==> src/hw/dsu_pkg.sv <==
package dsu_pkg;
    // Register index; byte address is four times the index
    localparam logic [7:0] DSU_IDX_CMD = 8'h00;
    localparam logic [7:0] DSU_IDX_STA = 8'h01;
    localparam logic [7:0] DSU_IDX_LIVE = 8'h02;
    localparam logic [7:0] DSU_IDX_ADDR = 8'h04;
    localparam logic [7:0] DSU_IDX_LEN = 8'h08;
    localparam logic [7:0] DSU_IDX_DATA = 8'h0c;
    localparam logic [7:0] DSU_IDX_MB0 = 8'h10;
    localparam logic [7:0] DSU_IDX_MB1 = 8'h14;
    // Command bits
    localparam int DSU_CMD_ERASE = 4;
    localparam int DSU_CMD_BIST = 3;
    localparam int DSU_CMD_CRC = 2;
    localparam int DSU_CMD_MODULE_SOFT_RESET = 0;
    // Sticky status bits
    localparam int DSU_STA_PROTECTION_ERROR_FLAG = 4;
    localparam int DSU_STA_FAIL = 3;
    localparam int DSU_STA_BUS_ERROR_FLAG = 2;
    localparam int DSU_STA_CRST = 1;
    localparam int DSU_STA_DONE = 0;
    // Live status bits
    localparam int DSU_LIVE_HPE = 4;
    localparam int DSU_LIVE_DIRTY0 = 2;
    localparam int DSU_LIVE_DBG = 1;
    localparam int DSU_LIVE_SECURED_STATE_FLAG = 0;
    // Reset values and constants
    localparam logic [4:0] DSU_STA_RST = 5'h00;
    localparam logic [31:0] DSU_WORD_RST = 32'h0000_0000;
    localparam logic [29:0] DSU_LEN_RST = 30'h0000_0000;
    localparam logic [1:0] DSU_DIRTY_RST = 2'h0;
    localparam logic HPE_RST = 1'b1;
    localparam logic [31:0] DSU_CRC_POLY = 32'hedb8_8320;
    localparam logic [31:0] DSU_BIST_SEED = 32'h5555_aaaa;
    typedef enum {E_IDLE, E_ERASE, E_ACCESS} dsu_eng_e;
endpackage : dsu_pkg

==> src/hw/dsu_crc_step.sv <==
`timescale 1ns/1ps
`default_nettype none
module dsu_crc_step
    import dsu_pkg::*;
(
    input wire logic [31:0] crc_in, // Running remainder
    input wire logic [31:0] word, // Word fed in
    output logic [31:0] crc_out // Remainder after word
);
    logic [31:0] stage [0:32];
    assign stage[0] = crc_in ^ word;
    // One reflected shift per bit
    for (genvar b = 0; b < 32; b++)
    begin : g_bit
        assign stage[b+1] = stage[b][0] ? ((stage[b] >> 1) ^ DSU_CRC_POLY) : (stage[b] >> 1);
    end
    assign crc_out = stage[32];
endmodule : dsu_crc_step
`default_nettype wire

==> src/hw/dsu_mailbox.sv <==
`timescale 1ns/1ps
`default_nettype none
module dsu_mailbox
    import dsu_pkg::*;
#(
    parameter int N = 2
)(
    input wire logic pclk, // Clock
    input wire logic presetn, // Async reset, low
    input wire logic clr, // Soft reset
    input wire logic [N-1:0] we, // Entry write
    input wire logic [3:0] strb, // Byte lanes
    input wire logic [31:0] wdata, // Write data
    input wire logic rd_en, // Capture read data
    input wire logic [$clog2(N)-1:0] rd_sel, // Entry read
    output logic [31:0] rdata_ff // Registered read data
);
    logic [31:0] mem_ff [N];
    logic [31:0] nxt_mem [N];
    logic [31:0] nxt_rdata;
    for (genvar i = 0; i < N; i++)
    begin : g_ent
        always_comb
        begin
            nxt_mem[i] = mem_ff[i];
            if (clr)
                nxt_mem[i] = DSU_WORD_RST;
            else if (we[i])
                for (int k = 0; k < 4; k++)
                    if (strb[k])
                        nxt_mem[i][8*k +: 8] = wdata[8*k +: 8];
        end
        always_ff @(posedge pclk or negedge presetn)
            if (!presetn)
                mem_ff[i] <= DSU_WORD_RST;
            else
                mem_ff[i] <= nxt_mem[i];
    end
    always_comb
        nxt_rdata = rd_en ? mem_ff[rd_sel] : rdata_ff;
    always_ff @(posedge pclk or negedge presetn)
        if (!presetn)
            rdata_ff <= DSU_WORD_RST;
        else
            rdata_ff <= nxt_rdata;
endmodule : dsu_mailbox
`default_nettype wire

==> src/hw/dsu_reg_bank.sv <==
// The implementer's own choice: register access over APB.
`timescale 1ns/1ps
`default_nettype none
module dsu_reg_bank
    import dsu_pkg::*;
#(
    parameter int AW = 12
)(
    input wire logic pclk, // Clock, 40 MHz
    input wire logic presetn, // Async reset, low
    input wire logic psel, // APB select
    input wire logic penable, // APB enable
    input wire logic pwrite, // APB direction
    input wire logic [AW-1:0] paddr, // APB byte address
    input wire logic [31:0] pwdata, // APB write data
    input wire logic [3:0] pstrb, // APB byte strobes
    output logic pready, // APB ready
    output logic [31:0] prdata, // APB read data
    output logic pslverr, // APB error
    input wire logic guard_protect, // Access guard on
    input wire logic secured_strap, // Device protected
    input wire logic probe_detect, // Debugger seen
    input wire logic cold_plug, // Cold plug pulse
    input wire logic swclk_fn_change, // Clock pin reassigned
    output logic cpu_reset_extend, // Hold CPU reset
    output logic erase_req, // Chip erase request
    input wire logic erase_ack, // Erase finished
    input wire logic erase_fail, // Erase failed
    output logic mem_req, // Memory request
    output logic mem_we, // Memory write
    output logic [31:0] mem_addr, // Memory byte address
    output logic [1:0] mem_amode, // Access mode field
    output logic [31:0] mem_wdata, // Memory write data
    input wire logic mem_ack, // Memory done
    input wire logic mem_err, // Memory bus error
    input wire logic [31:0] mem_rdata, // Memory read data
    output logic busy // Operation running
);
    logic pready_ff, pslverr_ff, nxt_pready, nxt_pslverr;
    logic [31:0] prdata_ff, nxt_prdata;
    logic [4:0] sta_ff, nxt_sta, sta_set, sta_clr;
    logic [31:0] addr_ff, nxt_addr, data_ff, nxt_data;
    logic [29:0] len_ff, nxt_len;
    logic [1:0] dirty_ff, nxt_dirty;
    logic dbg_ff, secured_state_flag_ff, hpe_ff, init_ff;
    logic nxt_dbg, nxt_secured_state_flag, nxt_hpe;
    dsu_eng_e st_ff, nxt_st;
    logic [29:0] cnt_ff, nxt_cnt, ptr_ff, nxt_ptr;
    logic bist_ff, nxt_bist, wr_ph_ff, nxt_wr_ph;
    logic busy_ff;
    logic req_ff, nxt_req, we_ff, nxt_we, erase_ff, nxt_erase;
    logic [31:0] wdata_ff, nxt_wdata, crc_next, mb_rdata, pattern;
    logic setup, acc_first, commit, hit, guarded, wr_ok, wr;
    logic [7:0] idx;
    logic cmd_wr, module_soft_reset, go_erase, go_bist, go_crc;

    assign setup = psel && !penable;
    assign acc_first = psel && penable && !pready_ff;
    assign commit = psel && penable && pready_ff;
    assign idx = paddr[9:2];
    always_comb
    begin
        hit = (paddr[1:0] == 2'b00) && (paddr[AW-1:10] == '0);
        case (idx)
            DSU_IDX_CMD, DSU_IDX_STA, DSU_IDX_LIVE, DSU_IDX_ADDR,
            DSU_IDX_LEN, DSU_IDX_DATA, DSU_IDX_MB0, DSU_IDX_MB1: ;
            default: hit = 1'b0;
        endcase
    end
    assign guarded = hit && idx != DSU_IDX_MB0 && idx != DSU_IDX_MB1;
    assign wr_ok = !(guard_protect && guarded);
    assign wr = commit && pwrite && hit && wr_ok;

    // Command pulses, never stored
    assign cmd_wr = wr && idx == DSU_IDX_CMD && pstrb[0];
    assign module_soft_reset = cmd_wr && pwdata[DSU_CMD_MODULE_SOFT_RESET];
    assign go_erase = cmd_wr && pwdata[DSU_CMD_ERASE];
    assign go_bist = cmd_wr && pwdata[DSU_CMD_BIST];
    assign go_crc = cmd_wr && pwdata[DSU_CMD_CRC];
    assign pattern = {ptr_ff, 2'b00} ^ DSU_BIST_SEED;

    dsu_crc_step u_crc (
        .crc_in(data_ff),
        .word(mem_rdata),
        .crc_out(crc_next)
    );

    dsu_mailbox #(.N(2)) u_mb (
        .pclk(pclk),
        .presetn(presetn),
        .clr(module_soft_reset),
        .we({wr && idx == DSU_IDX_MB1, wr && idx == DSU_IDX_MB0}),
        .strb(pstrb),
        .wdata(pwdata),
        .rd_en(setup),
        .rd_sel(idx == DSU_IDX_MB1),
        .rdata_ff(mb_rdata)
    );

    // APB slave: one wait state, read data captured in it
    always_comb
    begin
        nxt_pready = acc_first;
        nxt_pslverr = pslverr_ff;
        nxt_prdata = prdata_ff;
        if (acc_first)
        begin
            nxt_pslverr = !hit || (pwrite && !wr_ok);
            nxt_prdata = '0;
            case (idx)
                DSU_IDX_STA: nxt_prdata = {27'h0, sta_ff};
                DSU_IDX_LIVE: nxt_prdata = {27'h0, hpe_ff, dirty_ff, dbg_ff, secured_state_flag_ff};
                DSU_IDX_ADDR: nxt_prdata = addr_ff;
                DSU_IDX_LEN: nxt_prdata = {len_ff, 2'b00};
                DSU_IDX_DATA: nxt_prdata = data_ff;
                DSU_IDX_MB0, DSU_IDX_MB1: nxt_prdata = mb_rdata;
                default: nxt_prdata = '0;
            endcase
            if (pwrite || !hit)
                nxt_prdata = '0;
        end
    end
    always_ff @(posedge pclk or negedge presetn)
        if (!presetn)
        begin
            pready_ff <= 1'b0;
            pslverr_ff <= 1'b0;
            prdata_ff <= DSU_WORD_RST;
        end
        else
        begin
            pready_ff <= nxt_pready;
            pslverr_ff <= nxt_pslverr;
            prdata_ff <= nxt_prdata;
        end
    assign pready = pready_ff;
    assign pslverr = pslverr_ff;
    assign prdata = prdata_ff;

    // Operation engine and software-written registers
    always_comb
    begin
        nxt_st = st_ff;
        nxt_cnt = cnt_ff;
        nxt_ptr = ptr_ff;
        nxt_bist = bist_ff;
        nxt_wr_ph = wr_ph_ff;
        nxt_req = req_ff;
        nxt_we = we_ff;
        nxt_wdata = wdata_ff;
        nxt_erase = erase_ff;
        nxt_addr = addr_ff;
        nxt_len = len_ff;
        nxt_data = data_ff;
        sta_set = '0;
        sta_clr = '0;
        if (wr && st_ff == E_IDLE)
            for (int k = 0; k < 4; k++)
                if (pstrb[k])
                begin
                    if (idx == DSU_IDX_ADDR)
                        nxt_addr[8*k +: 8] = pwdata[8*k +: 8];
                    if (idx == DSU_IDX_DATA)
                        nxt_data[8*k +: 8] = pwdata[8*k +: 8];
                    if (idx == DSU_IDX_LEN && k > 0)
                        nxt_len[8*k-2 +: 8] = pwdata[8*k +: 8];
                end
        if (wr && idx == DSU_IDX_LEN && st_ff == E_IDLE && pstrb[0])
            nxt_len[5:0] = pwdata[7:2];
        if (wr && idx == DSU_IDX_STA && pstrb[0])
            sta_clr = pwdata[4:0];
        if (cold_plug)
            sta_set[DSU_STA_CRST] = 1'b1;
        case (st_ff)
            E_IDLE:
                if (go_erase)
                begin
                    nxt_erase = 1'b1;
                    nxt_st = E_ERASE;
                end
                else if ((go_bist || go_crc) && secured_state_flag_ff)
                    sta_set[DSU_STA_PROTECTION_ERROR_FLAG] = 1'b1;
                else if (go_bist || go_crc)
                begin
                    nxt_bist = go_bist;
                    nxt_ptr = addr_ff[31:2];
                    nxt_cnt = len_ff;
                    if (len_ff == '0)
                        sta_set[DSU_STA_DONE] = 1'b1;
                    else
                    begin
                        nxt_req = 1'b1;
                        nxt_we = go_bist;
                        nxt_wr_ph = go_bist;
                        nxt_wdata = {addr_ff[31:2], 2'b00} ^ DSU_BIST_SEED;
                        nxt_st = E_ACCESS;
                    end
                end
            E_ERASE:
                if (erase_ack)
                begin
                    nxt_erase = 1'b0;
                    nxt_st = E_IDLE;
                    sta_set[DSU_STA_FAIL] = erase_fail;
                    sta_set[DSU_STA_DONE] = !erase_fail;
                end
            E_ACCESS:
                if (mem_ack)
                begin
                    nxt_req = 1'b0;
                    nxt_we = 1'b0;
                    if (mem_err)
                    begin
                        sta_set[DSU_STA_BUS_ERROR_FLAG] = 1'b1;
                        nxt_st = E_IDLE;
                    end
                    else if (bist_ff && wr_ph_ff)
                    begin
                        nxt_req = 1'b1;
                        nxt_wr_ph = 1'b0;
                    end
                    else if (bist_ff && mem_rdata != pattern)
                    begin
                        sta_set[DSU_STA_FAIL] = 1'b1;
                        nxt_st = E_IDLE;
                    end
                    else
                    begin
                        if (!bist_ff)
                            nxt_data = crc_next;
                        nxt_cnt = cnt_ff - 30'h1;
                        nxt_ptr = ptr_ff + 30'h1;
                        if (cnt_ff == 30'h1)
                        begin
                            sta_set[DSU_STA_DONE] = 1'b1;
                            nxt_st = E_IDLE;
                        end
                        else
                        begin
                            nxt_req = 1'b1;
                            nxt_we = bist_ff;
                            nxt_wr_ph = bist_ff;
                            nxt_wdata = {ptr_ff + 30'h1, 2'b00} ^ DSU_BIST_SEED;
                        end
                    end
                end
            default: nxt_st = E_IDLE;
        endcase
        nxt_sta = (sta_ff & ~sta_clr) | sta_set;
        if (module_soft_reset)
        begin
            nxt_st = E_IDLE;
            nxt_req = 1'b0;
            nxt_we = 1'b0;
            nxt_erase = 1'b0;
            nxt_addr = DSU_WORD_RST;
            nxt_len = DSU_LEN_RST;
            nxt_data = DSU_WORD_RST;
            nxt_sta = DSU_STA_RST;
        end
    end
    always_ff @(posedge pclk or negedge presetn)
        if (!presetn)
        begin
            st_ff <= E_IDLE;
            cnt_ff <= DSU_LEN_RST;
            ptr_ff <= DSU_LEN_RST;
            bist_ff <= 1'b0;
            wr_ph_ff <= 1'b0;
            req_ff <= 1'b0;
            we_ff <= 1'b0;
            wdata_ff <= DSU_WORD_RST;
            erase_ff <= 1'b0;
            addr_ff <= DSU_WORD_RST;
            len_ff <= DSU_LEN_RST;
            data_ff <= DSU_WORD_RST;
            sta_ff <= DSU_STA_RST;
            busy_ff <= 1'b0;
        end
        else
        begin
            st_ff <= nxt_st;
            cnt_ff <= nxt_cnt;
            ptr_ff <= nxt_ptr;
            bist_ff <= nxt_bist;
            wr_ph_ff <= nxt_wr_ph;
            req_ff <= nxt_req;
            we_ff <= nxt_we;
            wdata_ff <= nxt_wdata;
            erase_ff <= nxt_erase;
            addr_ff <= nxt_addr;
            len_ff <= nxt_len;
            data_ff <= nxt_data;
            sta_ff <= nxt_sta;
            busy_ff <= (nxt_st != E_IDLE);
        end
    assign mem_req = req_ff;
    assign mem_we = we_ff;
    assign mem_addr = {ptr_ff, 2'b00};
    assign mem_amode = addr_ff[1:0];
    assign mem_wdata = wdata_ff;
    assign erase_req = erase_ff;
    assign busy = busy_ff;
    assign cpu_reset_extend = sta_ff[DSU_STA_CRST];

    // Live status: LIVE writes ignored; dirty bits follow mailbox accesses and soft reset
    always_comb
    begin
        nxt_dirty = dirty_ff;
        for (int i = 0; i < 2; i++)
        begin
            if (commit && hit && !pwrite && idx == DSU_IDX_MB0 + 8'(4 * i))
                nxt_dirty[i] = 1'b0;
            if (wr && idx == DSU_IDX_MB0 + 8'(4 * i))
                nxt_dirty[i] = 1'b1;
        end
        if (module_soft_reset)
            nxt_dirty = DSU_DIRTY_RST;
        nxt_dbg = dbg_ff || probe_detect;
        nxt_hpe = hpe_ff && !swclk_fn_change;
        nxt_secured_state_flag = init_ff ? secured_state_flag_ff : secured_strap;
    end
    always_ff @(posedge pclk or negedge presetn)
        if (!presetn)
        begin
            dirty_ff <= DSU_DIRTY_RST;
            dbg_ff <= 1'b0;
            hpe_ff <= HPE_RST;
            secured_state_flag_ff <= 1'b0;
            init_ff <= 1'b0;
        end
        else
        begin
            dirty_ff <= nxt_dirty;
            dbg_ff <= nxt_dbg;
            hpe_ff <= nxt_hpe;
            secured_state_flag_ff <= nxt_secured_state_flag;
            init_ff <= 1'b1;
        end
endmodule : dsu_reg_bank
`default_nettype wire

==> config.mk <==
export PLATFORM = sky130hd
export DESIGN_NAME = dsu_reg_bank
export DESIGN_NICKNAME = d
export VERILOG_FILES = /design/src/hw/dsu_pkg.sv /design/src/hw/dsu_crc_step.sv /design/src/hw/dsu_mailbox.sv /design/src/hw/dsu_reg_bank.sv
export SDC_FILE = /design/constraint.sdc
export NUM_CORES = 1
export LEC_CHECK = 0
export ABC_AREA = 1
export BUFFER_PORTS_ARGS = -buffer_cell sky130_fd_sc_hd__clkbuf_2
export CAP_MARGIN = 15
export CORE_UTILIZATION = 40
export CTS_CLUSTER_DIAMETER = 30
export CTS_CLUSTER_SIZE = 16
export DETAILED_ROUTE_END_ITERATION = 10
export PLACE_DENSITY = 0.56
export SETUP_SLACK_MARGIN = 0.3
export SYNTH_ARGS = -nofsm -noshare
export SYNTH_HDL_FRONTEND = slang
export SYNTH_SLANG_ARGS = --single-unit
==> constraint.sdc <==
create_clock -name pclk -period 2.45 [get_ports pclk]
set_input_delay 0.1225 -clock pclk [delete_from_list [all_inputs] [get_ports pclk]]
set_output_delay 0.1225 -clock pclk [all_outputs]
set_load 0.02 [all_outputs]
==> metrics.md <==
| Metric | Value |
|---|---|
| # IOs | `199` |
| Max-slew violation count | `0` |
| Fill count | `approximately 4700` |
| Worst skew pair latency | `around 630 ps` |
| Synthesized flop and latch total | `approximately 360` |
| Worst Path Arrival | `3620 ps` |
| Fmax | `around 330 MHz` |
| Clock buffer count from CTS | `between 80 and 90` |
| Design area | `roughly 37000 sq um` |
| CP Cell Sequence | `inv_2, nand2_2, nand2_4, nand2_4, nand2_8, nand2_8, inv_4, nor2_8, buf_12, xor2_4, xor2_2, xor2_2, xor2_1, inv_1, or2_1, nand3_2, nand3_1, inv_1` |
| Crit path launch type | `flip-flop` |
| Post-route insts no fill | `roughly 4900` |
| Largest cells by area after synthesis | `dfrtp_1 (40%), nand2_1 (16%), o21ai_0 (7.8%)` |
| 1st-iter DRT viols | `~2200` |
| Initial core utilization | `roughly two fifths` |
| Setup CP Type | `flip-flop to flip-flop` |
| Worst-Margin Slew | `677.2 ps` |
| Post-synth top area share | `between 30% and 40%` |
| Critical path's top delay family | `XOR/XNOR gates` |
| Yosys warns | `0` |
| Syn Area/Cell | `~7.3 sq um` |
| Core footprint | `between 50000 and 60000 sq um` |
| Pwr per Cell Area | `about 810 nW/um^2` |
| Number of synthesized flops with an enable pin | `0` |
| Largest net degree at the start of global routing | `64` |
| Crit Path Max Fanout | `6` |
| Worst setup margin | `-603.8 ps` |
| Top_reg_cell synth | `dfrtp_1` |
| Max IR drop VDD | `approximately 0.00073 V` |
| Seq pwr share | `a little over a fifth` |
| DP Area | `around 29000 sq um` |
| Netlist cell types | `62` |
| Synth Cell Area | `~23000 sq um` |
| Initial antenna violation count | `5` |
| Worst Hold Path EP | `addr_ff[21]$_DFFE_PN0P_` |
| Ys async rst share | `100.0%` |
| Critical path endpoint category | `flip-flop` |
| CTS tree | `built` |
| Setup violations, final | `between 150 and 200` |
| RSZ-0062 raised after global routing | `true` |
| DRT antenna net count | `0` |
| Initial DRT Pass Iterations | `7` |
| Sequential share of the synthesized area | `between 30 and 40%` |
| Largest area contributor in the netlist | `dfrtp_1` |
| Logic pwr share | `38.5%` |
| GPL Wtd Cong | `slightly above 1` |
| # placed instances | `4508` |
| PnR Total Power | `30.14 mW` |
| Max clock buf depth | `3` |
| Max_cap viols | `0` |
| P_sw | `10.82 mW` |
| FF-to-FF Start | `data_ff[5]$_DFF_PN0_` |
| Run status | `complete, but fails checks` |
| Worst min path class | `primary input to flip-flop` |
| FP Rows | `87` |
| GR Overflow Total | `0` |
| Total number of vias | `around 26000` |
| Routed len/inst | `approximately 22 microns` |
| Cell-internal power | `19.32 mW` |
| DRC Markers | `0` |
| Skew final | `approximately 40 ps` |
| Worst Path Required | `3010 ps` |
| Area of the die | `58220 sq um` |
| Vias in the first global route | `around 25000` |
| CP Buf/Inv Count | `5` |
| Layout overhead on the synthesized area | `62.33%` |
| HP Start | `pwdata[21]` |
| R2R setup slack | `-600 ps` |
| Die W | `approximately 240 microns` |
| TritonCTS sink count | `between 300 and 400` |
| Clock Pin Slew Worst Setup and Hold Paths | `50 ps` |
| Sw frac | `approximately 36%` |
| Pre-CTS WS | `-841.8 ps` |
| Die height | `241.3 microns` |
| Static leakage | `about 18 nW` |
| Tot GR Track Use | `a little over a third` |
| Capturing point of the worst reg2reg path | `data_ff[4]$_DFF_PN0_` |
| First-pass GRT wire length | `roughly 150000 microns` |
| Slew headroom | `between 50 and 60%` |
| PortBufs | `195` |
| Violated checks | `setup timing` |
| Final Hold Viols | `0` |
| Post-Synthesis Cells | `~3200` |
| Final Cycle Share | `124.6%` |
| DP HPWL | `about 78000 microns` |
| Nets@finish | `around 4000` |
| Htree depth | `3` |
| Worst reg2reg path depth | `18` |
| Drt via density | `5.401` |
| Fraction of layout cells with a size suffix above 1 | `between 40% and 50%` |
| Worst Hold Depth | `3` |
| Clock share of power | `around two fifths` |
| Slowest CP cell | `dfrtp_2` |
| Root buf cell | `clkbuf_16` |
| Final min period | `approximately 3100 ps` |
| Slowest stage delay, CP | `460 ps` |
| Final WL | `approximately 110000 microns` |
==> registers in the layout, indices dropped and copies added, names as in the netlist, 30 cells and up <==
register,count
mem_wdata,31
cnt_ff,30
u_mb.mem_ff,64
addr_ff,32
st_ff,32
prdata,32
ptr_ff,30
u_mb.rdata_ff,32
len_ff,30
data_ff,32
==> Yosys cell counts, types with 5 or more instances <==
cell type and n:
nand3b_1 12, o21ai_2 30, nor2_1 191, mux2i_1 5, clkbuf_1 72, or2_2 17, a31oi_1 14, a21oi_1 88
o21ai_0 357, nand4_1 17, a221oi_1 28, buf_6 8, nand3_2 13, xnor2_1 44, o211ai_1 8, nor4_1 27
xor2_1 120, nand3_1 195, buf_2 19, o2111ai_1 5, dfrtp_1 363, nor3_1 25, inv_1 285, o21a_1 5
o22ai_1 54, buf_4 7, nand2_4 20, inv_2 21, nand2_1 962, nand2_2 81
==> power by group through the flow <==
stage | sequential, mW | clock, mW | combinational [mW]
after floorplan | 6.39 | 0 | 4.94
after global placement | 6.35 | 0 | 8.44
after detailed placement | 6.35 | 0 | 8.46
after CTS | 6.27 | 12.3 | 10.3
after global routing | 6.28 | 12.7 | 12.3
final | 6.28 | 12.3 | 11.6
==> tightest hold or removal path, stage by stage <==
cell and delay, ps:
clkbuf_2 140, nand2_1 230, o21ai_1 110
==> layer usage <==
layer	track usage, %	share of wire (%)	up-vias
met5	0	0.039	-
met4	16.82	5.0	6
met3	7.384	8.8	280
met2	56.39	46	1243
met1	46.75	40	12670
li1	-	-	12010
==> kinds of logic after synthesis <==
| group | count (synthesis) | share of synthesized area, % |
|---|---|---|
| XOR/XNOR | 170 | 6.774 |
| buffers and inverters | 417 | 7.348 |
| AO/OA/AOI/OAI | 603 | 14.93 |
| flip-flops | 364 | 39.78 |
| multiplexers | 6 | 0.2677 |
| other | 2 | 0.03279 |
| AND/OR/NAND/NOR | 1588 | 30.70 |
| adder cells (fa/ha/maj) | 3 | 0.1639 |
==> stage by stage <==
| stage | setup TNS [ps] | hold WS (ps) | utilization [%] |
|---|---|---|---|
| after global routing | -87620 | 23.01 | 65.80 |
| final | -61830 | 11.00 | 65.81 |
| after CTS | -53640 | 4.445 | 63.21 |
| after floorplan | -7603 | -173.1 | - |
| after global placement | -66320 | 136.9 | 51.83 |
| after detailed placement | -72260 | 143.4 | 51.83 |
==> layout make-up <==
type | count | area (sq um) | area share, %
inverters | 310 | 1214 | 3.265
well taps | 756 | 945.9 | 2.544
repair buffers | 849 | 6968 | 18.74
clock inverters | 56 | 772.0 | 2.077
diodes | 3 | 7.507 | 0.02019
multi-input cells | 2406 | 15760 | 42.38
flip-flops and latches | 364 | 9125 | 24.54
clock buffers | 108 | 2389 | 6.425
==> how the worst max path moves through the flow <==
stage          slack (ps)                  from                         to  cells past startpoint
2_1_floorplan        -170   st_ff[26]$_DFF_PN0_  mem_wdata[28]$_DFFE_PN0P_                     18
4_1_cts              -550  data_ff[0]$_DFF_PN0_       data_ff[1]$_DFF_PN0_                     18
3_3_place_gp         -850  data_ff[3]$_DFF_PN0_       data_ff[2]$_DFF_PN0_                     19
6_report             -600  data_ff[5]$_DFF_PN0_       data_ff[4]$_DFF_PN0_                     18
5_1_grt              -700  data_ff[1]$_DFF_PN0_      data_ff[16]$_DFF_PN0_                     18
3_5_place_dp         -840  data_ff[3]$_DFF_PN0_       data_ff[2]$_DFF_PN0_                     19
==> timing repair <==
action                                 4_1_cts  5_1_grt
gates resized for setup                    456      275
pin swaps                                  129      104
setup endpoints to repair                  194      257
hold buffers                                43        0
cloned                                      13        1
setup buffers                               93       27
endpoints found under the hold margin      268        0
==> placed cells by master, fill, tap and decap left out, types with 13 or more instances in the layout <==
master         instances
nor3_1                20
o22ai_1               54
nand3_1               87
o21ai_2               58
a221oi_1              28
clkinvlp_4            14
buf_12                36
clkbuf_16             89
nand3_4               38
inv_2                 29
bufinv_16             13
o21ai_1               62
dlygate4sd3_1         43
a21oi_2               24
nand2_8               24
nand2_2              197
a21oi_1               60
xor2_2                28
xnor2_1               34
nand4_1               17
dfrtp_1              351
xor2_4                16
buf_4                494
nand2_4              137
o21ai_0              268
clkbuf_2             194
nor2_1               171
nor4_1                19
nand2_1              705
nand3_2               84
clkinv_2              14
nor2_4                13
buf_6                 65
xor2_1                81
conb_1                34
inv_1                265
(Power assumes the default switching activity.)
